$ cat src/agc_cfg_pkg.sv
package agc_cfg_pkg;
   // register offsets within a page
   localparam logic [7:0] PAGE_SELECT_OFS  = 8'h00;
   localparam logic [7:0] DECAY_OFS        = 8'h6a;
   localparam logic [7:0] ADC_PATH_OFS     = 8'h6b;
   localparam logic [7:0] BYPASS_OFS       = 8'h6c;
   localparam logic [7:0] REG_RESET        = 8'h00;
   // field positions
   localparam int DECAY_SEL_BIT   = 7;
   localparam int BASE_MSB        = 6;
   localparam int BASE_LSB        = 5;
   localparam int MULT_MSB        = 4;
   localparam int MULT_LSB        = 2;
   localparam int HPF_LEFT_BIT    = 7;
   localparam int HPF_RIGHT_BIT   = 6;
   localparam int DECIM_MSB       = 5;
   localparam int DECIM_LSB       = 4;
   localparam int FILT_PATH_BIT   = 3;
   localparam int DETECT_OFF_BIT  = 2;
   localparam int BUS_ERR_BIT     = 0;
   localparam int LINE_SW_BIT     = 5;
   localparam int PAGE_BIT        = 0;
   // writable masks: adc path bits 1..0 are read-only
   localparam logic [7:0] ADC_PATH_WMASK = 8'hfc;
   // baseline decay times, in milliseconds
   localparam logic [15:0] BASE_MS_0 = 16'h0032;  // 50 ms
   localparam logic [15:0] BASE_MS_1 = 16'h0096;  // 150 ms
   localparam logic [15:0] BASE_MS_2 = 16'h00fa;  // 250 ms
   localparam logic [15:0] BASE_MS_3 = 16'h015e;  // 350 ms
   // decay ceilings in milliseconds, indexed by twice the clock ratio
   localparam logic [15:0] CAP_MS_R1   = 16'h0fa0;  // 4000 ms
   localparam logic [15:0] CAP_MS_R1H  = 16'h15e0;  // 5600 ms
   localparam logic [15:0] CAP_MS_R2   = 16'h1f40;  // 8000 ms
   localparam logic [15:0] CAP_MS_R2H  = 16'h2580;  // 9600 ms
   localparam logic [15:0] CAP_MS_R3   = 16'h2bc0;  // 11200 ms
   localparam logic [15:0] CAP_MS_R4   = 16'h3e80;  // 16000 ms
   localparam logic [15:0] CAP_MS_R5   = 16'h4b00;  // 19200 ms
   localparam logic [15:0] CAP_MS_R5H  = 16'h5780;  // 22400 ms
   // decimation filter microphone mix
   typedef enum logic [1:0] {
      MIC_BOTH_DIGITAL = 2'h0,
      MIC_L_DIG_R_ANA  = 2'h1,
      MIC_L_ANA_R_DIG  = 2'h2,
      MIC_BOTH_ANALOG  = 2'h3
   } mic_cfg_t;
   // one register access from the serial control bus front end
   typedef struct packed {
      logic       wr;
      logic       rd;
      logic [7:0] addr;
      logic [7:0] wdata;
   } bus_req_t;
   // decay field set handed to the calculator
   typedef struct packed {
      logic [1:0] base;
      logic [2:0] mult;
      logic [3:0] ratioHalf;
   } decay_cfg_t;
endpackage : agc_cfg_pkg

$ cat src/decay_time_calc.sv
`timescale 1ns/10ps
// effective decay = baseline times power-of-two factor, capped by clock ratio
module decay_time_calc (
   input  wire logic                     ref_clk,  // processing clock
   input  wire logic                     sys_rst,  // synchronous reset
   input  wire agc_cfg_pkg::decay_cfg_t  cfg,      // decay fields and ratio
   output logic [15:0]                   decayMs   // capped decay time in ms
);
   import agc_cfg_pkg::*;

   logic [15:0] baseMs;
   logic [15:0] capMs;
   logic [15:0] product;
   logic [15:0] next_decayMs;

   // baseline lookup and ratio ceiling
   always_comb
   begin
      unique case (cfg.base)
         2'h0: baseMs = BASE_MS_0;
         2'h1: baseMs = BASE_MS_1;
         2'h2: baseMs = BASE_MS_2;
         2'h3: baseMs = BASE_MS_3;
      endcase
      // ratios up to 1 take the tightest ceiling, from 5.5 up the loosest
      case (cfg.ratioHalf)
         4'h0, 4'h1, 4'h2: capMs = CAP_MS_R1;
         4'h3:             capMs = CAP_MS_R1H;
         4'h4:             capMs = CAP_MS_R2;
         4'h5:             capMs = CAP_MS_R2H;
         4'h6, 4'h7:       capMs = CAP_MS_R3;
         4'h8, 4'h9:       capMs = CAP_MS_R4;
         4'ha:             capMs = CAP_MS_R5;
         default:          capMs = CAP_MS_R5H;
      endcase
   end

   // 350 ms shifted by 7 still fits in 16 bits
   assign product = baseMs << cfg.mult;
   assign next_decayMs = (product > capMs) ? capMs : product;

   always_ff @(posedge ref_clk)
   begin
      if (sys_rst)
         decayMs <= BASE_MS_0;
      else
         decayMs <= next_decayMs;
   end

   a_decay_product: assert property (@(posedge ref_clk) disable iff (sys_rst)
      ((BASE_MS_0 << cfg.mult) <= CAP_MS_R1 && cfg.base == 2'h0)
      |=> decayMs == (BASE_MS_0 << $past(cfg.mult)))
      else $error("decay is not baseline times factor");
   a_decay_cap: assert property (@(posedge ref_clk) disable iff (sys_rst)
      (cfg.ratioHalf == 4'h2 && cfg.mult == 3'h7) |=> decayMs == CAP_MS_R1)
      else $error("decay not capped at ratio one");
   a_decay_top: assert property (@(posedge ref_clk) disable iff (sys_rst)
      (cfg.ratioHalf == 4'hc && cfg.base == 2'h3 && cfg.mult == 3'h7)
      |=> decayMs == CAP_MS_R5H)
      else $error("decay not capped at ratio six");
endmodule : decay_time_calc

$ cat src/agc_decay_adc_path_config_regs.sv
`timescale 1ns/10ps
module agc_decay_adc_path_config_regs (
   input  wire logic                   ref_clk,            // 25 MHz processing clock
   input  wire logic                   sys_rst,            // synchronous reset, active high
   input  wire agc_cfg_pkg::bus_req_t  busReq,             // register access from bus front end
   output logic [7:0]                  rdData,             // read data, valid cycle after rd
   input  wire logic                   busErrorEvent,      // one-cycle bus error seen by front end
   input  wire logic                   dacsPoweredDown,    // both dacs are powered down
   input  wire logic [15:0]            legacyDecayMs,      // decay time from legacy agc register
   input  wire logic [3:0]             codecRatioHalf,     // codec_clock_ratio times two
   output logic [15:0]                 rightDecayMs,       // right agc decay time in ms
   output logic                        hpfLeftProg,        // left hpf uses programmable coeffs
   output logic                        hpfRightProg,       // right hpf uses programmable coeffs
   output agc_cfg_pkg::mic_cfg_t       decimCfg,           // decimation microphone mix
   output logic                        progFilterOnAdc,    // programmable filter on adc output
   output logic                        busRecoverPulse,    // clear bus error condition, one cycle
   output logic                        lineSwitchClosed,   // first_right_negative_line_input switch
   output logic                        activePage          // 0: page 0, 1: page 1
);
   import agc_cfg_pkg::*;

   logic [7:0]  decayReg;
   logic [7:0]  adcPathReg;
   logic [7:0]  bypassReg;
   logic        pageReg;
   logic        busErrStatus;
   logic [7:0]  next_decayReg;
   logic [7:0]  next_adcPathReg;
   logic [7:0]  next_bypassReg;
   logic        next_pageReg;
   logic        next_busErrStatus;
   logic [7:0]  next_rdData;
   logic [15:0] newDecayMs;
   logic [15:0] next_rightDecayMs;
   logic        next_busRecoverPulse;
   logic        onPage0;
   logic        detectEn;
   logic        errSeen;
   logic        statusRead;
   decay_cfg_t  decayCfg;

   assign onPage0  = ~pageReg;
   assign detectEn = ~adcPathReg[DETECT_OFF_BIT];
   assign errSeen  = busErrorEvent & detectEn;
   assign statusRead = busReq.rd & onPage0 & (busReq.addr == ADC_PATH_OFS);

   // decay calculator sees the new programmable fields
   assign decayCfg.base      = decayReg[BASE_MSB:BASE_LSB];
   assign decayCfg.mult      = decayReg[MULT_MSB:MULT_LSB];
   assign decayCfg.ratioHalf = codecRatioHalf;

   decay_time_calc u_decay (
      .ref_clk (ref_clk),
      .sys_rst (sys_rst),
      .cfg     (decayCfg),
      .decayMs (newDecayMs)
   );

   // register writes; page select lives at offset 0 on both pages
   always_comb
   begin
      next_decayReg   = decayReg;
      next_adcPathReg = adcPathReg;
      next_bypassReg  = bypassReg;
      next_pageReg    = pageReg;
      if (busReq.wr)
      begin
         if (busReq.addr == PAGE_SELECT_OFS)
            next_pageReg = busReq.wdata[PAGE_BIT];
         else if (onPage0 && busReq.addr == DECAY_OFS)
            next_decayReg = busReq.wdata;  // reserved bits kept as written
         else if (onPage0 && busReq.addr == ADC_PATH_OFS)
            next_adcPathReg = busReq.wdata & ADC_PATH_WMASK;
         else if (onPage0 && busReq.addr == BYPASS_OFS)
            next_bypassReg = busReq.wdata;  // upper reserved bits kept as written
      end
   end

   // sticky error: a new error wins over the clearing read in the same cycle
   always_comb
   begin
      next_busErrStatus = busErrStatus;
      if (statusRead)
         next_busErrStatus = 1'b0;
      if (errSeen)
         next_busErrStatus = 1'b1;
      next_busRecoverPulse = errSeen;
   end

   // read mux; unmapped offsets and page 1 answer zero, except the page select at offset 0
   always_comb
   begin
      next_rdData = rdData;
      if (busReq.rd)
      begin
         next_rdData = REG_RESET;
         if (busReq.addr == PAGE_SELECT_OFS)
            next_rdData[PAGE_BIT] = pageReg;
         else if (onPage0 && busReq.addr == DECAY_OFS)
            next_rdData = decayReg;
         else if (onPage0 && busReq.addr == ADC_PATH_OFS)
         begin
            next_rdData = adcPathReg;
            next_rdData[BUS_ERR_BIT] = busErrStatus;
         end
         else if (onPage0 && busReq.addr == BYPASS_OFS)
            next_rdData = bypassReg;
      end
   end

   // decay source select: legacy register or the new fields
   assign next_rightDecayMs = decayReg[DECAY_SEL_BIT] ? newDecayMs : legacyDecayMs;

   always_ff @(posedge ref_clk)
   begin
      if (sys_rst)
      begin
         decayReg        <= REG_RESET;
         adcPathReg      <= REG_RESET;
         bypassReg       <= REG_RESET;
         pageReg         <= 1'b0;
         busErrStatus    <= 1'b0;
         rdData          <= REG_RESET;
         rightDecayMs    <= BASE_MS_0;
         busRecoverPulse <= 1'b0;
      end
      else
      begin
         decayReg        <= next_decayReg;
         adcPathReg      <= next_adcPathReg;
         bypassReg       <= next_bypassReg;
         pageReg         <= next_pageReg;
         busErrStatus    <= next_busErrStatus;
         rdData          <= next_rdData;
         rightDecayMs    <= next_rightDecayMs;
         busRecoverPulse <= next_busRecoverPulse;
      end
   end

   // path controls straight from the stored bits, except the filter path, which is gated by dacsPoweredDown
   assign hpfLeftProg  = adcPathReg[HPF_LEFT_BIT];
   assign hpfRightProg = adcPathReg[HPF_RIGHT_BIT];
   assign decimCfg     = mic_cfg_t'(adcPathReg[DECIM_MSB:DECIM_LSB]);
   // the dacs share the filter engine, so it only serves the adc when they sleep
   assign progFilterOnAdc  = adcPathReg[FILT_PATH_BIT] & dacsPoweredDown;
   assign lineSwitchClosed = bypassReg[LINE_SW_BIT];
   assign activePage       = pageReg;

   a_status_set: assert property (@(posedge ref_clk) disable iff (sys_rst)
      (busErrorEvent && detectEn) |=> busErrStatus ##0 busRecoverPulse)
      else $error("error status not set by detected error");
   a_status_clear: assert property (@(posedge ref_clk) disable iff (sys_rst)
      (statusRead && !busErrorEvent) |=> !busErrStatus)
      else $error("error status not cleared by read");
   a_detect_off: assert property (@(posedge ref_clk) disable iff (sys_rst)
      (!sys_rst && !detectEn && !statusRead) |=> $stable(busErrStatus) && !busRecoverPulse)
      else $error("error detected while detector disabled");
   a_hpf_select: assert property (@(posedge ref_clk) disable iff (sys_rst)
      (busReq.wr && onPage0 && busReq.addr == ADC_PATH_OFS)
      |=> hpfLeftProg == $past(busReq.wdata[HPF_LEFT_BIT])
          && hpfRightProg == $past(busReq.wdata[HPF_RIGHT_BIT]))
      else $error("high-pass coefficient select not taken");
   a_decim_cfg: assert property (@(posedge ref_clk) disable iff (sys_rst)
      (busReq.wr && onPage0 && busReq.addr == ADC_PATH_OFS)
      |=> decimCfg == $past(busReq.wdata[DECIM_MSB:DECIM_LSB]))
      else $error("decimation config not taken");
   a_filter_gate: assert property (@(posedge ref_clk) disable iff (sys_rst)
      !dacsPoweredDown |-> !progFilterOnAdc)
      else $error("filter attached while a dac is powered");
   a_line_switch: assert property (@(posedge ref_clk) disable iff (sys_rst)
      (busReq.wr && onPage0 && busReq.addr == BYPASS_OFS)
      |=> lineSwitchClosed == $past(busReq.wdata[LINE_SW_BIT]))
      else $error("bypass switch not updated");
   a_page_select: assert property (@(posedge ref_clk) disable iff (sys_rst)
      (busReq.wr && busReq.addr == PAGE_SELECT_OFS)
      |=> activePage == $past(busReq.wdata[PAGE_BIT]))
      else $error("page select not taken");
   // reset drops by a non-blocking write on an edge, so that edge's attempt is not disabled
   a_legacy_src: assert property (@(posedge ref_clk) disable iff (sys_rst)
      (!sys_rst && !decayReg[DECAY_SEL_BIT]) |=> rightDecayMs == $past(legacyDecayMs))
      else $error("legacy decay not used");
   // same-cycle error and clearing read: the error must not be lost
   a_set_wins: assert property (@(posedge ref_clk) disable iff (sys_rst)
      (statusRead && errSeen) |=> busErrStatus)
      else $error("error lost to a clearing read");
   a_status_readout: assert property (@(posedge ref_clk) disable iff (sys_rst)
      statusRead |=> rdData[BUS_ERR_BIT] == $past(busErrStatus))
      else $error("read did not return error status");
   a_new_src: assert property (@(posedge ref_clk) disable iff (sys_rst)
      (!sys_rst && decayReg[DECAY_SEL_BIT]) |=> rightDecayMs == $past(newDecayMs))
      else $error("new decay fields not used");
   a_filter_off: assert property (@(posedge ref_clk) disable iff (sys_rst)
      !adcPathReg[FILT_PATH_BIT] |-> !progFilterOnAdc)
      else $error("filter attached with path bit clear");
   a_page1_reads: assert property (@(posedge ref_clk) disable iff (sys_rst)
      (busReq.rd && pageReg && busReq.addr != PAGE_SELECT_OFS) |=> rdData == REG_RESET)
      else $error("page 1 read returned page 0 data");

   c_error_read: cover property (@(posedge ref_clk) disable iff (sys_rst)
      busErrStatus ##1 statusRead ##1 !busErrStatus);
   c_set_and_read: cover property (@(posedge ref_clk) disable iff (sys_rst)
      statusRead && errSeen);
   c_new_decay: cover property (@(posedge ref_clk) disable iff (sys_rst)
      decayReg[DECAY_SEL_BIT] && decayReg[MULT_MSB:MULT_LSB] == 3'h7);
   c_filter_on: cover property (@(posedge ref_clk) disable iff (sys_rst) progFilterOnAdc);
endmodule : agc_decay_adc_path_config_regs

$ cat config.mk
export PLATFORM = sky130hd
export DESIGN_NAME = agc_decay_adc_path_config_regs
export DESIGN_NICKNAME = d
export VERILOG_FILES = /design/src/agc_cfg_pkg.sv /design/src/decay_time_calc.sv /design/src/agc_decay_adc_path_config_regs.sv
export SDC_FILE = /design/constraint.sdc
export NUM_CORES = 1
export LEC_CHECK = 0
export ABC_AREA = 1
export BUFFER_PORTS_ARGS = -buffer_cell sky130_fd_sc_hd__buf_4
export CAP_MARGIN = 20
export CORE_MARGIN = 10
export CORE_UTILIZATION = 50
export CTS_BUF_LIST = sky130_fd_sc_hd__clkbuf_4
export DETAILED_ROUTE_END_ITERATION = 12
export HOLD_SLACK_MARGIN = 0.1
export PLACE_DENSITY_LB_ADDON = 0.12
export SLEW_MARGIN = 15
export SYNTH_ARGS = -nofsm -noshare
export SYNTH_HDL_FRONTEND = slang
export SYNTH_HIERARCHICAL = 1
export SYNTH_SLANG_ARGS = --single-unit
$ cat constraint.sdc
create_clock -name ref_clk -period 2.84 [get_ports ref_clk]
set_clock_uncertainty 0.1 [all_clocks]
set_input_delay 0.71 -clock ref_clk [delete_from_list [all_inputs] [get_ports ref_clk]]
set_output_delay 0.71 -clock ref_clk [all_outputs]
set_load 0.005 [all_outputs]
Word-level counts from Yosys, hierarchy flattened

Memories as Yosys holds them, arrays and structs flattened.
Cells that the tools add are included.
Widths: inputs -> output; s select.

Bits in registers: 65
Memory bits (read-only): 160
Bits of input ports: 42
Output and inout bits: 32
Logic and storage cells: 47
Memories: 1

Order comparisons: 1
Equality and inequality tests: 6
Shift-type cells: 1
Muxes and demuxes: 10
Bitwise logic cells: 9
Reduce and logical (&&, ||, !) cells: 10

Memories:

| name             | words | width | rd ports | clocked after Yosys merged registers in | wr ports | line                  | RTL |
|---|---|---|---|---|---|---|---|
| (name not given) | 16    | 10    | 1        | 0                                       | 0        | decay_time_calc.sv:26 | `case (cfg.ratioHalf)` |

Operators by type and width:

| kind               | number |
|---|---|
| $pmux 16 s4        | 1 |
| $mux 16            | 2 |
| $eq 8x7->1 const B | 3 |
| $mux 8             | 3 |
| $gt 16x16->1       | 1 |
| $shl 16x3->16      | 1 |
| $logic_not 8->1    | 1 |
| $mux 7             | 1 |
| $not 1->1          | 5 |
| $reduce_and 5->1   | 1 |
| $and 1x1->1        | 4 |
| $eq 2x2->1 const B | 2 |
| $reduce_and 4->1   | 1 |
| $logic_and 1x1->1  | 3 |
| $mux 1             | 3 |
| $reduce_and 3->1   | 1 |
| $eq 2x1->1 const B | 1 |
| $logic_not 2->1    | 1 |
| $reduce_and 2->1   | 1 |
| $reduce_bool 2->1  | 1 |

Longest topological paths before layout

Gate-level depths: netlist of run 1.

Depth after elaboration: 6
Gate-level depth with buffers: 20
Gate-level depth less buffers: 20

Cells and area by module

The synthesis of run 1 kept the hierarchy.

By module, submodules not included:

| module                         | instances | cells each | area an instance (um^2) | sequential area each (um^2) |
|---|---|---|---|---|
| agc_decay_adc_path_config_regs | 1         | 275        | 2067.0                  | 980.9 |
| decay_time_calc                | 1         | 218        | 1363.8                  | 300.3 |

Worst setup path before layout of run 1

OpenSTA, ideal clock, no wires.

Kind: register -> register
From: register decayReg[5]
To: register u_decay.decayMs[5]
Setup time: 133 ps
Data arrival time: 2410 ps
Required time: 2607 ps
Slack: 197 ps
Stages on the path, launching flop included: 18
Buffers on the path: 1
Period minus slack after synthesis: 2643 ps
Cell sequence: dfxtp_1 -> inv_1 -> ha_1 -> o21ai_0 -> o21ai_0 -> o21ai_0 -> inv_1 -> ha_1 -> nand2_1 -> inv_1 -> nand3_1 -> nor2_2 -> nand2_1 -> nand3_2 -> nand2_4 -> buf_8 -> nand2_1 -> nand3_1

Cells in the longest elaborated chain, start to end: 5
Elaborated cells on any way between the ends: 8
Those cells by class: 1 x order compare; 3 x eq/ne; 1 x shift; 2 x mux; 1 x reduce/logical

RTL lines:

| item                                     | line                                  | RTL |
|---|---|---|
| start, declared                          | agc_decay_adc_path_config_regs.sv:22  | `logic [7:0] decayReg;` |
| start signal, assigned                   | agc_decay_adc_path_config_regs.sv:129 | `decayReg <= next_decayReg;` |
| $eq 2x2->1, or another cell as far along | decay_time_calc.sv:19                 | `unique case (cfg.base)` |
| $pmux 16 s4 *                            | decay_time_calc.sv:19                 |  |
| $shl 16x3->16 *                          | decay_time_calc.sv:39                 | `assign product = baseMs << cfg.mult;` |
| $gt 16x16->1                             | decay_time_calc.sv:40                 | `assign next_decayMs = (product > capMs) ? capMs : product;` |
| $mux 16 *                                | decay_time_calc.sv:40                 |  |
| end signal, assigned                     | decay_time_calc.sv:47                 | `decayMs <= next_decayMs;` |
| end, declared                            | decay_time_calc.sv:7                  | `output logic [15:0] decayMs` |

Mark *: on every way between the ends. The rest lies on a longest branch, timed or not. The select of a mux whose other input is x is not followed.
A chain may end at the register's enable or synchronous reset.

Worst setup path after layout of run 1

From: register decayReg[5]
To: register u_decay.decayMs[13]

The elaborated chain is that of the path after synthesis.

==> flow_summary.ini, run 1 <==
[detailed_routing]
drt_iter0_drc = 189
route.detailed.drc = 0
wl_per_cell_um = 13.3
drt_pass1_iterations = 5
wirelength_um = 8790
vias = 3314
vias_per_cell = 5.02
dr_wl_met2_um = 3890
highest_layer = met4
postRouteAntennaNets = 0
wl_met3_um = 609
wl_met1_um = 4180

[final_layout]
fillerInstances = 648
nets = 631
drive_above_1_share_pct = 27.4
antenna_cells = 0
finalNonFillerCells = 660
syn2layout_area_growth_pct = 26.4
final_area_sq_um = 4340

[sta]
timing.final.ws_setup_ns = 0.122
min_period_ns = 2.72
finalMaxSlewViolations = 0
tightest_slew_ns = 0.563
period_share_pct = 95.7
slew_headroom_pct = 62.4
finalSetupViolations = 0
whs_ns = 0.349
hold_viol = 0
max_freq_ghz = 0.368

[place]
place.gp.congestion = 0.903
port_buffers = 73
place_inst = 636
dp_hpwl_um = 6530
placed_area_sq_um = 4020
preCtsSetupSlack_ns = -0.0342

[logic_synthesis]
synth_seq_cells = 64
syn-cell-area_sq_um = 3430
synthCells = 493
synth-edff-count = 0
synth.area.top_cells = dfxtp_1 37%, nand2_1 11%, nor2_1 7.2%
ys.flop_type = dfxtp_1
ys_seq_area_share_pct = 37.3
yosysTopAreaCell = dfxtp_1
synth_top_area_share_pct = 37.3
synth_area_per_cell_sq_um = 6.96
async_flop_share_pct = 0
synth_cell_types = 36
yosys_warnings = 6

[global_route]
grt_max_degree = 20
antenna_found_initial = 0
grt_pass1_vias = 2929
grt-ovfl-total = 0
gr-usage-all-layers_pct = 16.1
grt_pass1_wl_um = 13600

[pwr]
power_uw = 1610
ir_drop_v = 0.000150
p_per_area_nw_per_um2 = 371
leakage_uw = 0.00222

[floorplan]
dieArea_sq_um = 10600
start_util_pct = 51.1
core_region_area_sq_um = 6720
rows = 30
die_h_um = 103
die_x_um = 103
ios = 74

[worst_setup_path]
criticalPathCategory = reg -> reg
rrSetupSlack_ns = 0.12
cp-start-kind = flip-flop
worstPathRequired_ns = 3.03
cp-end-kind = flip-flop
worstPathArrival_ns = 2.90
crit_fanout = 9
startpoint = decayReg[5]
timing.rr.start = decayReg[5]

[clock_network]
clock_latency_ns = 0.41
clock-sinks = 64
cts_tree = done
cts-root-buf = clkbuf_4
cts_max_level = 3
numCtsBuffers = 9
cts_buffer_depth = 2
clk_pin_slew_ns = 0.10
hold_buffers = 0

[hold_path]
hp-class = reg -> reg
hp-start = u_decay/decayMs[1]

[run]
cap_violations = 0

[run_status]
status = finished clean
## kinds of logic (layout without fill, tap and decap cells)
group / Yosys count / after routing / synth area share (%)
simple gates: 234 / 236 / 30.9
compound gates: 94 / 94 / 14.8
buf+inv: 86 / 170 / 11.7
flops: 64 / 64 / 37.3
fa+ha+maj: 14 / 14 / 5.11
other cells: 1 / 2 / 0.109
## metrics by stage
step / TNS (ns) / util, %
6_report: 0 / 64.6
5_1_grt: -0.503 / 64.6
4_1_cts: 0 / 61.5
3_5_place_dp: -0.119 / 59.9
3_3_place_gp: -0.0347 / 59.9
2_1_floorplan: 0 / -
## worst max-delay path, cell delays in order (launching register included)
cell and delay, ns:
dfxtp_4 0.38, inv_1 0.08, ha_1 0.21, inv_2 0.09, nand3_2 0.09, o21ai_2 0.08, o21ai_1 0.09, o21ai_1 0.21
inv_1 0.11, ha_4 0.28, nand2_1 0.04, inv_1 0.07, nand3_2 0.08, nor2_4 0.13, nand2_2 0.09, nand3_4 0.20
nand2_8 0.10, nor2_1 0.12, nor2_1 0.06
## what timing repair did
item | 4_1_cts | 5_1_grt
setup buffers | 0 | 6
gates cloned | 0 | 2
setup endpoints to repair | 9 | 14
resized for setup | 4 | 36
pin swaps | 1 | 12
## Yosys cell counts, types with 3 or more instances
cell type  count
o21ai_0       43
inv_2          3
nand2_1      104
nor2_2         4
o21a_1         4
o21ai_1        7
nor3_1         3
inv_1         58
nand2_2        4
nor2_1        66
dfxtp_1       64
ha_1          14
a21oi_1       33
buf_2          3
nor2_4         3
buf_4          5
nand3_1       37
nand2_4        3
clkbuf_1       9
buf_6          6
## placed cells by master (no fill, tap or decap), types with 2 or more instances in the layout
master      n
nand2_1   102
buf_4      91
nor2_1     61
dfxtp_1    61
inv_1      57
nand3_1    33
a21oi_1    32
o21ai_0    30
o21ai_1    18
clkbuf_4   10
ha_1       10
nor2_2      8
nand2_2     6
nand3_2     5
inv_2       4
nor2_4      4
o21a_1      4
o21ai_2     4
clkinv_2    4
ha_4        4
nand2_4     3
nor3_1      3
nand4_1     2
nand2_8     2
dfxtp_2     2
or2_2       2
conb_1      2
## where the power goes
part           switching (uW)  leakage (uW)  internal (uW)
combinational            96.0       0.00163           87.2
sequential               5.00      0.000523            912
clock                     325     0.0000659            185
total                     426       0.00222           1180
## state kept, by name, summed over array words and instances (netlist names)
| signal | cells |
|---|---|
| adcPathReg | 6 |
| bypassReg | 8 |
| u_decay/decayMs | 15 |
| busRecoverPulse | 1 |
| decayReg | 8 |
| activePage | 1 |
| rdData | 8 |
| busErrStatus | 1 |
| rightDecayMs | 16 |
## layout make-up
| cell class | instances | area (sq um) | share of cell area, % |
|---|---|---|---|
| clock buffer | 10 | 75.1 | 1.73 |
| clock inverter | 6 | 36.3 | 0.836 |
| inverter | 62 | 233 | 5.36 |
| multi-input combinational | 346 | 1900 | 43.9 |
| sequential | 64 | 1290 | 29.7 |
| tap | 80 | 100 | 2.31 |
| timing repair buffer | 92 | 703 | 16.2 |
## layer usage
layer | vias up | global-route usage (%)
li1 | 1733 | -
met1 | 1487 | 22.5
met2 | 86 | 22.8
met3 | 8 | 4.09
met4 | 0 | 6.52
met5 | - | 0
## worst paths after layout
path / end / cells after the start
worst max-delay path: u_decay/decayMs[13] / 18
worst min-delay path: rightDecayMs[1] / 2
worst max register to register: u_decay/decayMs[13] / 18
worst min register to register: rightDecayMs[1] / 2
Power figures use the tool's default switching activity.
==> run 2: changes to the inputs <==
Settings changed: CORE_UTILIZATION 50 to 40.
==> run 2 against run 1 <==
  * Power down 1.3%
  * Design area down 2.3%
  * Sequential cell count unchanged
==> flow_summary.ini, run 2 (synthesis gave the netlist of run 1 again) <==
[worst_setup_path]
criticalPathCategory = reg -> reg
crit_fanout = 9
reg2regPathDepth = 16
worstPathArrival_ns = 2.97
cp-end-kind = flip-flop
worstPathRequired_ns = 3.08
cp-start-kind = flip-flop

[final_layout]
final_area_sq_um = 4240
fillerInstances = 867
multiInputGateArea_sq_um = 1820
nets = 627
max_flop_register = rightDecayMs
layout_commonest_cell = nand2_1
register_area_sq_um = 1290
drive_above_1_share_pct = 24.1
syn2layout_area_growth_pct = 23.5
final_cell_mix = 103 x nand2_1, 88 x buf_4, 66 x nor2_1, 61 x dfxtp_1, 57 x inv_1
largest_reg_flops = 16
utilization_pct = 51.0
reg_top3 = rightDecayMs: 16 flops, u_decay/decayMs: 15 flops

[pwr]
power_uw = 1590
ir_drop_v = 0.000157
switching_share_pct = 26.9
combPwrFrac_pct = 10.8
leakage_uw = 0.00218
internal-power_uw = 1160
p_per_area_nw_per_um2 = 375
p_sw_uw = 427
p_clk_share_pct = 31.5
seqPwrFrac_pct = 57.7

[floorplan]
die_h_um = 113
ios = 74
rows = 33
start_util_pct = 41.3
dieArea_sq_um = 12700
die_x_um = 113
core_region_area_sq_um = 8300

[sta]
whs_ns = 0.349
period_share_pct = 96.1
min_period_ns = 2.73
finalMaxSlewViolations = 0
finalSetupViolations = 0
max_freq_ghz = 0.367
hold_viol = 0

[clock_network]
clk_pin_slew_ns = 0.11
clock_latency_ns = 0.40
numCtsBuffers = 9
clock-sinks = 64
cts-root-buf = clkbuf_4
cts_max_level = 3
cts_tree = done
cts_buffer_depth = 2

[run_status]
status = finished clean

[place]
place.gp.congestion = 0.872
placed_area_sq_um = 4040
dp_hpwl_um = 6970
port_buffers = 73

[detailed_routing]
drt_pass1_iterations = 4
wirelength_um = 8940
vias = 3292
postRouteAntennaNets = 0
wl_per_cell_um = 13.1
route.detailed.drc = 0
vias_per_cell = 4.83
drt_iter0_drc = 167

[global_route]
antenna_found_initial = 1
grt_pass1_wl_um = 14500
gr-usage-all-layers_pct = 13.5
grt_pass1_vias = 2975
grt-ovfl-total = 0
grt_max_degree = 33

[run]
cap_violations = 0

[hold_path]
hold_path_depth = 2
hp-class = reg -> reg
run 2: changes by cell type in the layout (fill, tap and decap cells not counted), moves of 4 or more:
cell,change
ha_4,-4
ha_1,+4
nor2_1,+5
nor2_2,-5
run 2: path summary, 6_finish.rpt:
kind                            from                 end  slack, ns
setup / recovery         decayReg[5]  u_decay/decayMs[2]       0.11
hold reg to reg   u_decay/decayMs[1]     rightDecayMs[1]       0.35
setup reg to reg         decayReg[5]  u_decay/decayMs[2]       0.11
hold / removal    u_decay/decayMs[1]     rightDecayMs[1]       0.35
run 2: repair_timing:
| item | 4_1_cts | 5_1_grt |
|---|---|---|
| resized for setup | 5 | 18 |
| pin swaps | 1 | 7 |
| buffers inserted | 0 | 2 |
| setup endpoints to repair | 12 | 14 |
| cloned | 0 | 2 |
| hold buffers | 0 | 0 |
run 2: through the flow:
step	std cells	TNS, ns	setup WS (ns)
6_report	682	0	0.112
5_1_grt	682	-0.166	-0.0372
4_1_cts	677	0	0.0380
3_5_place_dp	661	-0.835	-0.105
3_3_place_gp	661	-0.218	-0.0447
2_1_floorplan	494	0	0.197
run 2: power by group through the flow:
stage | Sequential [uW] | Clock (uW) | Combinational [uW]
after floorplan | 940 | 0 | 81.3
after global placement | 939 | 0 | 170
after detailed placement | 939 | 0 | 172
after CTS | 919 | 514 | 172
after global routing | 920 | 564 | 194
final | 917 | 500 | 172
run 2: final cells by class:
cell class                      count  share of cell area [%]
Multi-Input combinational cell    346                    42.9
Sequential cell                    64                    30.4
Timing Repair Buffer               88                    15.6
Inverter                           62                    5.49
Tap cell                          105                    3.10
Clock buffer                        9                    1.59
Clock inverter                      7                   0.916
Antenna cell                        1                  0.0591
run 2: metal layers:
metal  wire length (um)  track usage (%)
met1               4470             19.0
met2               3980             19.7
met5                  0                0
met4                133             5.33
met3                362             2.72
run 2: worst max-delay path, stage by stage, from the launching register on:
cell     delay [ns]
dfxtp_4        0.38
inv_1          0.06
ha_1           0.33
o21ai_2        0.16
o21ai_1        0.10
o21ai_1        0.21
inv_1          0.07
ha_1           0.32
nand2_1        0.08
inv_1          0.04
o21ai_1        0.12
nand2_1        0.07
nand2_1        0.10
nand3_4        0.17
nand2_4        0.18
nand2_2        0.09
nor2_2         0.09
